### src/flash_cmd_pkg.sv
// package: command codes, status bits, bus map and timing for the lock/suspend sequencer
package flash_cmd_pkg;

  // command codes written by the host
  localparam logic [7:0] CMD_READ_ARRAY = 8'hFF;
  localparam logic [7:0] CMD_READ_STATUS = 8'h70;
  localparam logic [7:0] CMD_CLEAR_STATUS = 8'h50;
  localparam logic [7:0] CMD_PROGRAM = 8'h40;
  localparam logic [7:0] CMD_PROGRAM_ALT = 8'h10;
  localparam logic [7:0] CMD_ERASE = 8'h20;
  localparam logic [7:0] CMD_CHIP_ERASE = 8'h30;
  localparam logic [7:0] CMD_CONFIRM = 8'hD0;
  localparam logic [7:0] CMD_SUSPEND = 8'hB0;
  localparam logic [7:0] CMD_LOCK_SETUP = 8'h60;
  localparam logic [7:0] CMD_LOCK_SET = 8'h01;
  localparam logic [7:0] CMD_PIN_CONFIG = 8'hB8;

  // status bit positions
  localparam int SR_PROT = 1;
  localparam int SR_PSUSP = 2;
  localparam int SR_VPP = 3;
  localparam int SR_PGM_ERR = 4;
  localparam int SR_ERA_ERR = 5;
  localparam int SR_ESUSP = 6;
  localparam int SR_READY = 7;
  localparam logic [7:0] SR_RESET = 8'h80;

  // pin configuration codes (low two bits only)
  localparam logic [1:0] PIN_LEVEL = 2'h0;
  localparam int PIN_ERASE_BIT = 0;
  localparam int PIN_PROG_BIT = 1;

  // register map, byte addresses on the avalon slave
  localparam logic [3:0] REG_CMD = 4'h0;
  localparam logic [3:0] REG_ADDR = 4'h4;
  localparam logic [3:0] REG_READ = 4'h8;
  localparam logic [3:0] REG_LOCKS = 4'hC;

  // timing at 250 MHz
  localparam int CLK_MHZ = 250;
  localparam int PULSE_NS = 250;
  localparam int PULSE_CYC = (PULSE_NS * CLK_MHZ) / 1000;
  localparam int OP_CYC = 64;

  // decoded host command, travels from bus slave to sequencer
  typedef struct packed {
    logic valid;
    logic [7:0] code;
    logic [15:0] addr;
  } cmd_t;

endpackage : flash_cmd_pkg

### src/flash_lock_suspend_command_logic.sv
// command interface and write state machine: suspend/resume, lock bits, protection, pin config
`timescale 1ns/100ps
`default_nettype none
module flash_lock_suspend_command_logic #(
  parameter int NBLK = 32,
  parameter int BLK_LSB = 11
) (
  // clock and reset
  input wire logic mclk,
  input wire logic rstn,
  // device pins from the board
  input wire logic reset_powerdown_n,
  input wire logic write_protect_n,
  input wire logic vpp_lockout,
  output logic completion_indicator_pin,
  // avalon-mm slave
  input wire logic [3:0] address,
  input wire logic read,
  input wire logic write,
  input wire logic [31:0] writedata,
  output logic [31:0] readdata,
  output logic waitrequest,
  // array side: array data in, operation request and erase mask out
  input wire logic [15:0] array_data,
  output logic [15:0] array_addr,
  output logic array_busy,
  output logic [NBLK-1:0] erase_mask
);
  // wait states hold the first cycle of a command pair until its second cycle lands
  typedef enum logic [2:0] {
    S_READY, S_PROG_WAIT, S_ERASE_WAIT, S_LOCK_WAIT, S_CFG_WAIT, S_BUSY, S_PSUSP
  } state_t;

  // pin synchronisers; the supply flag resets to lockout so nothing starts before it settles
  logic [1:0] pd_sync_q, wp_sync_q, vpp_sync_q;
  always_ff @(posedge mclk or negedge rstn) begin
    if (!rstn) begin
      pd_sync_q <= 2'h0;
      wp_sync_q <= 2'h0;
      vpp_sync_q <= 2'h3;
    end else begin
      pd_sync_q <= {pd_sync_q[0], reset_powerdown_n};
      wp_sync_q <= {wp_sync_q[0], write_protect_n};
      vpp_sync_q <= {vpp_sync_q[0], vpp_lockout};
    end
  end
  wire pd_ok = pd_sync_q[1];
  wire wp_high = wp_sync_q[1];
  wire vpp_low = vpp_sync_q[1];

  // bus request decode; one wait state so every access answers on its second edge
  // writes land on the edge where waitrequest is low, reads launch one edge earlier
  logic ack_q;
  logic wait_q;
  wire req = (read || write) && !ack_q;
  flash_cmd_pkg::cmd_t cmd;
  logic [15:0] addr_q;
  assign cmd.valid = write && ack_q && (address == flash_cmd_pkg::REG_CMD);
  assign cmd.code = writedata[7:0];
  assign cmd.addr = addr_q;
  wire addr_wr = write && ack_q && (address == flash_cmd_pkg::REG_ADDR);

  // command-side state
  state_t state_q, state_d;
  logic [7:0] sr_q;
  logic [NBLK-1:0] lock_q;
  logic [1:0] cfg_q;
  logic read_status_q;
  logic [15:0] tgt_q;
  logic [2:0] op_q; // 0 prog, 1 erase, 2 chip, 3 lock set, 4 lock clear
  logic [NBLK-1:0] emask_q;

  // block index of an address, used for lock lookup in several places
  function automatic logic [$clog2(NBLK)-1:0] blk(input logic [15:0] a);
    blk = a[BLK_LSB +: $clog2(NBLK)];
  endfunction

  wire is_cmd = cmd.valid;
  wire c = is_cmd;
  wire [7:0] code = cmd.code;
  wire write_ok = !lock_q[blk(cmd.addr)] || wp_high;
  wire op_start = (state_q == S_PROG_WAIT || state_q == S_ERASE_WAIT || state_q == S_LOCK_WAIT)
                  && c && state_d == S_BUSY;
  logic op_done;
  wire in_susp = (state_q == S_PSUSP);
  // in suspend only read array, read status and resume count; the rest is dropped
  wire susp_ok = (code == flash_cmd_pkg::CMD_READ_ARRAY) || (code == flash_cmd_pkg::CMD_CONFIRM)
                 || (code == flash_cmd_pkg::CMD_READ_STATUS);
  wire mode_wr = c && (!in_susp || susp_ok);

  // after an abort the timer runs on alone; its done is ignored outside busy
  op_timer u_timer (
    .mclk(mclk),
    .rstn(rstn),
    .start(op_start),
    .hold(in_susp),
    .done(op_done)
  );

  // next state of the command interface
  // wait states go to busy on a good second cycle and fall back to ready on a bad one; config wait always returns to ready
  always_comb begin
    state_d = state_q;
    unique case (state_q)
      S_READY: if (c) begin
        if (code == flash_cmd_pkg::CMD_PROGRAM || code == flash_cmd_pkg::CMD_PROGRAM_ALT)
          state_d = S_PROG_WAIT;
        else if (code == flash_cmd_pkg::CMD_ERASE || code == flash_cmd_pkg::CMD_CHIP_ERASE)
          state_d = S_ERASE_WAIT;
        else if (code == flash_cmd_pkg::CMD_LOCK_SETUP) state_d = S_LOCK_WAIT;
        else if (code == flash_cmd_pkg::CMD_PIN_CONFIG) state_d = S_CFG_WAIT;
      end
      S_PROG_WAIT: if (c) state_d = (sr_q[flash_cmd_pkg::SR_PGM_ERR] || vpp_low || !write_ok)
                                    ? S_READY : S_BUSY;
      S_ERASE_WAIT: if (c) state_d = (code == flash_cmd_pkg::CMD_CONFIRM && !vpp_low &&
                                     (write_ok || op_q == 3'd2)) ? S_BUSY : S_READY;
      S_LOCK_WAIT: if (c) state_d = ((code == flash_cmd_pkg::CMD_LOCK_SET ||
                                     code == flash_cmd_pkg::CMD_CONFIRM) && wp_high && !vpp_low)
                                    ? S_BUSY : S_READY;
      S_CFG_WAIT: if (c) state_d = S_READY;
      S_BUSY: begin
        // a finish in the suspend cycle wins, else the frozen count would never end
        if (op_done) state_d = S_READY;
        else if (c && code == flash_cmd_pkg::CMD_SUSPEND && op_q == 3'd0) state_d = S_PSUSP;
      end
      S_PSUSP: if (c && code == flash_cmd_pkg::CMD_CONFIRM) state_d = S_BUSY;
    endcase
    if (!pd_ok) state_d = S_READY;
  end

  // state, target and operation kind
  // op_q latches on the first cycle of a pair and again on the second for lock pairs, tgt_q on the second
  always_ff @(posedge mclk or negedge rstn) begin
    if (!rstn) begin
      state_q <= S_READY;
      tgt_q <= 16'h0000;
      op_q <= 3'd0;
    end else begin
      state_q <= state_d;
      if (c && state_q == S_READY) begin
        op_q <= (code == flash_cmd_pkg::CMD_ERASE) ? 3'd1 :
                (code == flash_cmd_pkg::CMD_CHIP_ERASE) ? 3'd2 : 3'd0;
      end
      if (c && state_q == S_LOCK_WAIT) op_q <= (code == flash_cmd_pkg::CMD_LOCK_SET) ? 3'd3 : 3'd4;
      if (c && state_q != S_READY && state_q != S_BUSY && state_q != S_PSUSP) tgt_q <= cmd.addr;
    end
  end

  // status register: hardware sets win over a clear in the same cycle
  logic [7:0] sr_set, sr_clr;
  always_comb begin
    sr_set = 8'h00;
    sr_clr = 8'h00;
    // a clear in suspend would drop the suspend flag, so it is refused there
    if (c && code == flash_cmd_pkg::CMD_CLEAR_STATUS && state_q == S_READY)
      sr_clr = 8'h3E;
    if (state_d == S_BUSY && state_q != S_BUSY) sr_clr[flash_cmd_pkg::SR_READY] = 1'b1;
    if (in_susp && state_d == S_BUSY) sr_clr[flash_cmd_pkg::SR_PSUSP] = 1'b1;
    // a parked program reads as ready plus suspended, so a poll on bit 7 ends
    if (state_q == S_BUSY && state_d == S_PSUSP) begin
      sr_set[flash_cmd_pkg::SR_PSUSP] = 1'b1;
      sr_set[flash_cmd_pkg::SR_READY] = 1'b1;
    end
    if (state_q != S_READY && state_d == S_READY) sr_set[flash_cmd_pkg::SR_READY] = 1'b1;
    // lock second cycle: bad code first, then protect, then supply
    if (c && state_q == S_LOCK_WAIT) begin
      if (code != flash_cmd_pkg::CMD_LOCK_SET && code != flash_cmd_pkg::CMD_CONFIRM)
        sr_set = sr_set | 8'h30;
      else if (!wp_high) sr_set = sr_set | 8'h12;
      else if (vpp_low) sr_set = sr_set | 8'h28;
    end
    // program second cycle carries the data, so any code is a valid second cycle
    if (c && state_q == S_PROG_WAIT) begin
      if (vpp_low) sr_set = sr_set | 8'h18;
      else if (!write_ok) sr_set = sr_set | 8'h12;
    end
    // chip erase ignores lock bits here; the mask sorts them out at the end
    if (c && state_q == S_ERASE_WAIT) begin
      if (code != flash_cmd_pkg::CMD_CONFIRM) sr_set = sr_set | 8'h30;
      else if (vpp_low) sr_set = sr_set | 8'h28;
      else if (!write_ok && op_q != 3'd2) sr_set = sr_set | 8'h22;
    end
    if (c && state_q == S_CFG_WAIT && code[7:2] != 6'h00) sr_set = sr_set | 8'h30;
  end

  always_ff @(posedge mclk or negedge rstn) begin
    if (!rstn) begin
      sr_q <= flash_cmd_pkg::SR_RESET;
    end else begin
      // set applied after clear so a hardware event is never lost to a host clear
      sr_q <= (sr_q & ~sr_clr) | sr_set;
    end
  end

  // read mode: status after every operation, array on explicit read array
  // a command refused in suspend leaves the mode alone
  always_ff @(posedge mclk or negedge rstn) begin
    if (!rstn) begin
      read_status_q <= 1'b0;
    end else if (mode_wr) begin
      read_status_q <= (code != flash_cmd_pkg::CMD_READ_ARRAY);
    end
  end

  // lock bits and block or chip erase mask; clear all at once with protect high
  // lock bits are volatile here; an aborted operation leaves them as they were
  always_ff @(posedge mclk or negedge rstn) begin
    if (!rstn) begin
      lock_q <= '0;
      emask_q <= '0;
    end else if (op_done && state_q == S_BUSY) begin
      if (op_q == 3'd3) lock_q[blk(tgt_q)] <= 1'b1;
      if (op_q == 3'd4) lock_q <= '0;
      emask_q <= (op_q == 3'd2) ? (wp_high ? '1 : ~lock_q) :
                 (op_q == 3'd1) ? (NBLK'(1) << blk(tgt_q)) : '0;
    end else begin
      emask_q <= '0;
    end
  end

  // configuration byte, only low two bits kept
  always_ff @(posedge mclk or negedge rstn) begin
    if (!rstn) begin
      cfg_q <= flash_cmd_pkg::PIN_LEVEL;
    end else if (!pd_ok) begin
      cfg_q <= flash_cmd_pkg::PIN_LEVEL;
    end else if (c && state_q == S_CFG_WAIT && code[7:2] == 6'h00) begin
      cfg_q <= code[1:0];
    end
  end

  // completion pulse on the selected event
  // back-to-back completions retrigger and only stretch the pulse
  wire done_evt = op_done && state_q == S_BUSY;
  wire fire = done_evt &&
              ((cfg_q[flash_cmd_pkg::PIN_ERASE_BIT] && (op_q == 3'd1 || op_q == 3'd2)) ||
               (cfg_q[flash_cmd_pkg::PIN_PROG_BIT] && op_q == 3'd0));
  logic pulse_on;
  pulse_gen u_pulse (
    .mclk(mclk),
    .rstn(rstn),
    .fire(fire),
    .active(pulse_on)
  );

  // registered outputs; pin low while busy in level mode, else low during pulse
  wire busy_d = (state_d == S_BUSY);
  always_ff @(posedge mclk or negedge rstn) begin
    if (!rstn) begin
      completion_indicator_pin <= 1'b1;
      array_busy <= 1'b0;
      array_addr <= 16'h0000;
      ack_q <= 1'b0;
      wait_q <= 1'b1;
      addr_q <= 16'h0000;
      readdata <= 32'h0000_0000;
    end else begin
      completion_indicator_pin <= (cfg_q == flash_cmd_pkg::PIN_LEVEL) ? !busy_d
                                   : !pulse_on;
      array_busy <= busy_d;
      // in suspend the host address reaches the array; the target waits in tgt_q
      array_addr <= (state_q == S_BUSY) ? tgt_q : addr_q;
      ack_q <= req;
      wait_q <= !req;
      if (addr_wr) addr_q <= writedata[15:0];
      if (read && !ack_q) begin
        unique case (address)
          flash_cmd_pkg::REG_READ:
            readdata <= read_status_q ? {24'h0, sr_q} : {16'h0, array_data};
          flash_cmd_pkg::REG_ADDR: readdata <= {16'h0, addr_q};
          flash_cmd_pkg::REG_LOCKS: readdata <= 32'(lock_q);
          default: readdata <= 32'h0000_0000;
        endcase
      end
    end
  end
  assign erase_mask = emask_q;
  assign waitrequest = wait_q;
endmodule : flash_lock_suspend_command_logic
`default_nettype wire

### src/pulse_gen.sv
// low-going completion pulse timer for the indicator pin
`timescale 1ns/100ps
`default_nettype none
module pulse_gen #(
  parameter int WIDTH = flash_cmd_pkg::PULSE_CYC
) (
  // clock and reset
  input wire logic mclk,
  input wire logic rstn,
  // trigger and pulse
  input wire logic fire,
  output logic active
);
  logic [15:0] cnt_q;

  // retrigger restarts the full width
  always_ff @(posedge mclk or negedge rstn) begin
    if (!rstn) begin
      cnt_q <= 16'h0000;
    end else if (fire) begin
      cnt_q <= 16'(WIDTH);
    end else if (cnt_q != 16'h0000) begin
      cnt_q <= cnt_q - 16'h0001;
    end
  end

  assign active = (cnt_q != 16'h0000);
endmodule : pulse_gen
`default_nettype wire

### src/op_timer.sv
// fixed-length timer standing in for the embedded array algorithms
`timescale 1ns/100ps
`default_nettype none
module op_timer #(
  parameter int CYCLES = flash_cmd_pkg::OP_CYC
) (
  // clock and reset
  input wire logic mclk,
  input wire logic rstn,
  // control
  input wire logic start,
  input wire logic hold,
  output logic done
);
  logic [15:0] cnt_q;

  // hold freezes the count, which is how a suspend parks the algorithm
  always_ff @(posedge mclk or negedge rstn) begin
    if (!rstn) begin
      cnt_q <= 16'h0000;
    end else if (start) begin
      cnt_q <= 16'(CYCLES);
    end else if (!hold && cnt_q != 16'h0000) begin
      cnt_q <= cnt_q - 16'h0001;
    end
  end

  assign done = !hold && (cnt_q == 16'h0001);
endmodule : op_timer
`default_nettype wire

### config.mk
export PLATFORM = sky130hd
export DESIGN_NAME = flash_lock_suspend_command_logic
export DESIGN_NICKNAME = d
export VERILOG_FILES = /design/src/flash_cmd_pkg.sv /design/src/flash_lock_suspend_command_logic.sv /design/src/pulse_gen.sv /design/src/op_timer.sv
export SDC_FILE = /design/constraint.sdc
export NUM_CORES = 1
export LEC_CHECK = 0
export ABC_AREA = 0
export BUFFER_PORTS_ARGS = -buffer_cell sky130_fd_sc_hd__buf_2
export CORE_UTILIZATION = 35
export CTS_CLUSTER_DIAMETER = 150
export CTS_CLUSTER_SIZE = 40
export DETAILED_ROUTE_END_ITERATION = 8
export SLEW_MARGIN = 10
export SYNTH_ARGS = -nofsm -noshare
export SYNTH_HDL_FRONTEND = slang
export SYNTH_HIERARCHICAL = 1
export SYNTH_SLANG_ARGS = --single-unit
### constraint.sdc
create_clock -name mclk -period 4.25 [get_ports mclk]
set_input_delay 0.6375 -clock mclk [delete_from_list [all_inputs] [get_ports mclk]]
set_output_delay 0.6375 -clock mclk [all_outputs]
set_load 0.1 [all_outputs]
==> flow_summary_export.csv <==
group,metric,value,unit
clocking,cts_tree,"yes",
clocking,numCtsBuffers,9,
final_layout,multi_input_area,0.00434,sq mm
synthesis,syn_nets,1004,
floorplanning,die_area,0.0284,sq mm
global_routing,grt_use_total,0.179,
pwr,peakVddDrop,0.226,mV
clocking,ctsRootBufferMaster,"clkbuf_16",
detailed_routing,num_vias,7718,
critical_path,path_class,"register to register",
floorplanning,num_rows,60,
synthesis,synthFlopType,"dfrtp_1",
sta,finalHoldViolations,0,
detailed_routing,drtAntennaViolNets,0,
global_routing,grt_max_degree,116,
critical_path,crit_slowest_cell,"or4_1",
placed_design,gp_congestion,0.883,
detailed_routing,drc,0,
pwr,switching_share,0.356,
sta,setup_viol,0,
critical_path,end_kind,"register",
clocking,ctsResizeCount,0,
critical_path,slowest_delay,0.66,ns
synthesis,yosysSeqAreaShare,0.519,
synthesis,ys_types,74,
floorplanning,io_pins,142,
sta,rsz0062_at_grt,"no",
pwr,internal_power,2.74,mW
critical_path,cp_cell_sequence,"or3_1, or4_1, nor4b_1, buf_4, nand3_1, nor2_1, nand2_1, buf_4, a311oi_1",
detailed_routing,wl_per_cell,18.0,microns
critical_path,cp_top_family,"simple AND/OR/NAND/NOR gates",
sta,post-route-min-period,3.57,ns
floorplanning,core_region_area,0.0271,sq mm
sta,fin_tns_setup,0,ns
synthesis,synth_edf_count,0,
final_layout,nFillCells,2688,
pwr,p_sw,1.51,mW
placed_design,dp_hpwl,17500,microns
floorplanning,die_h,168,microns
critical_path,crit_buf_inv,2,
final_layout,finalNonFillerCells,1402,
synthesis,synth_area_leader_cell,"dfrtp_1",
placed_design,port_buffers,125,
clocking,clkSinkCount,201,
sta,skew,0.0538,ns
synthesis,syn_area_per_cell,10.3,sq um
pwr,clockPowerShare,0.242,
global_routing,overflow,0,
final_layout,seq_area,0.00504,sq mm
final_layout,drive_above_1_share,0.236,
pwr,combPwrFrac,0.235,
final_layout,n_antenna_cell,0,
synthesis,synth_area_leaders,"dfrtp_1 (51%), mux2_2 (6.2%), a21oi_1 (5.1%)",
pwr,power_density,387,mW/mm^2
synthesis,yosysTopAreaCellShare,0.506,
synthesis,yosys_warnings,6,
critical_path,critPathRequiredTime,4.63,ns
worst_hold_path,min_path_type,"primary input to register",
final_layout,syn_to_final_growth,13.1,%
detailed_routing,drtPass1Iterations,5,
critical_path,crit_arrival,3.94,ns
detailed_routing,finalWirelength,25300,microns
floorplanning,die_x,168,microns
critical_path,path_max_fanout,18,
detailed_routing,vias_per_cell,5.50,
clocking,clock_latency,0.49,ns
clocking,cts.path.max_buffers,3,
synthesis,synth-async-reset-ratio,1.00,
final_layout,final_core_util,0.405,
synthesis,synth_most_common_cell,"dfrtp_1",
placed_design,dp_cells,1391,
global_routing,antenna_found_initial,0,
synthesis,syn-cell-area,0.00970,sq mm
clocking,hold_buffers,0,
detailed_routing,drt_iter0_markers,631,
sta,slew_viol_final,0,
sta,period_share,0.839,
clocking,cts_setup_buffers,0,
pwr,p_leak,4.97,nW
synthesis,synth-seq-cells,201,
sta,fmax,280,MHz
final_layout,final_nets,1092,
critical_path,cp-start-kind,"register",
pwr,p_seq_frac,0.524,
clocking,clkTransAtPathRegs,0.15,ns
global_routing,grt_pass1_vias,7333,
run,maxCapViolCount,0,
run_status,status,"finished clean",
global_routing,grt_pass1_wl,41000,microns
floorplanning,initial_core_util,0.358,
synthesis,yosys-top-cells-count,"dfrtp_1 (196), a21oi_1 (99), nand2_1 (83)",
critical_path,crit_top_cell,"buf_4",
sta,slew_headroom,0.263,
clocking,h-tree-depth,1,
synthesis,synthCells,942,
sta,tightest_slew,1.10,ns
-- final cells by class --
class,count,share of cell area
inverters,17,0.00581
clock inverters,2,0.00353
flip-flops and latches,201,0.459
well taps,372,0.0424
multi-input cells,655,0.396
repair buffers,146,0.0733
clock buffers,9,0.0205
-- logic make-up (layout without fill, tap and decap cells) --
family,after synthesis,after routing,share of synthesized area
buffers and inverters,86,174,0.0353
muxes,81,81,0.0987
DFF,201,201,0.519
xor gates and xnor gates,11,11,0.00993
and+or+nand+nor,304,304,0.165
adders and majority gates,3,3,0.00387
AOI/OAI and AO/OA,256,256,0.168
-- cell usage in the layout, fill, tap and decap left out, drive strengths merged, types with 13 or more instances in the layout --
cell type | synthesis | layout
mux2 | 54 | 54
a21oi | 99 | 99
buf | 16 | 145
nor4 | 15 | 15
a311oi | 31 | 31
nor3 | 21 | 21
nor2b | 17 | 17
mux2i | 21 | 21
or4 | 18 | 18
inv | 16 | 16
nor2 | 76 | 76
dfrtp | 196 | 196
nand2 | 83 | 83
nand3 | 13 | 13
o21ai | 54 | 54
-- layer usage --
metal,vias to the layer above,share of wire,track usage
met5,-,0,0
met3,32,0.065,0.0281
met2,268,0.45,0.274
met4,0,0.019,0.0411
met1,3799,0.47,0.266
li1,3619,-,-
-- per-stage QoR --
| stage | hold WS (ns) | instance area, sq um | total power, mW | setup slack (ns) |
|---|---|---|---|---|
| after global routing | 0.208 | 11000 | 4.46 | 0.434 |
| after floorplan | 0.331 | 9700 | 3.00 | 0.666 |
| after global placement | 0.338 | 10700 | 3.24 | 0.836 |
| after CTS | 0.217 | 11000 | 4.29 | 0.698 |
| after detailed placement | 0.341 | 10700 | 3.25 | 0.784 |
| final | 0.230 | 11000 | 4.25 | 0.683 |
-- power by group through the flow --
stage	clock network (mW)	registers [mW]	logic, mW
3_5_place_dp	0	2.26	0.993
4_1_cts	1.07	2.22	0.997
5_1_grt	1.13	2.25	1.08
2_1_floorplan	0	2.47	0.532
6_report	1.03	2.23	0.998
3_3_place_gp	0	2.26	0.986
-- sequential cells by signal, summed over array words and instances (netlist names), 2 cells and up --
| register | flops |
|---|---|
| state_q | 3 |
| op_q | 3 |
| pd_sync_q | 2 |
| vpp_sync_q | 2 |
| u_pulse/cnt_q | 16 |
| tgt_q | 16 |
| sr_q | 6 |
| readdata | 32 |
| wp_sync_q | 2 |
| array_addr | 16 |
| lock_q | 32 |
| addr_q | 16 |
| erase_mask | 32 |
| cfg_q | 2 |
| u_timer/cnt_q | 16 |
-- path summary, 6_finish.rpt --
kind	start	endpoint	slack, ns	cells after the start
worst min register to register	vpp_sync_q[0]$_DFF_PN1_	vpp_sync_q[1]$_DFF_PN1_	0.37	0
worst min-delay path	vpp_lockout	vpp_sync_q[0]$_DFF_PN1_	0.23	1
worst max-delay path	u_timer/cnt_q[9]$_DFFE_PN0P_	erase_mask[2]$_DFF_PN0_	0.68	9
max in group asynchronous	rstn	array_addr[13]$_DFF_PN0_	3.06	2
min in group asynchronous	rstn	wp_sync_q[1]$_DFF_PN0_	0.24	1
worst max register to register	u_timer/cnt_q[9]$_DFFE_PN0P_	erase_mask[2]$_DFF_PN0_	0.68	9
No activity file was read; power rests on OpenSTA's default activity.
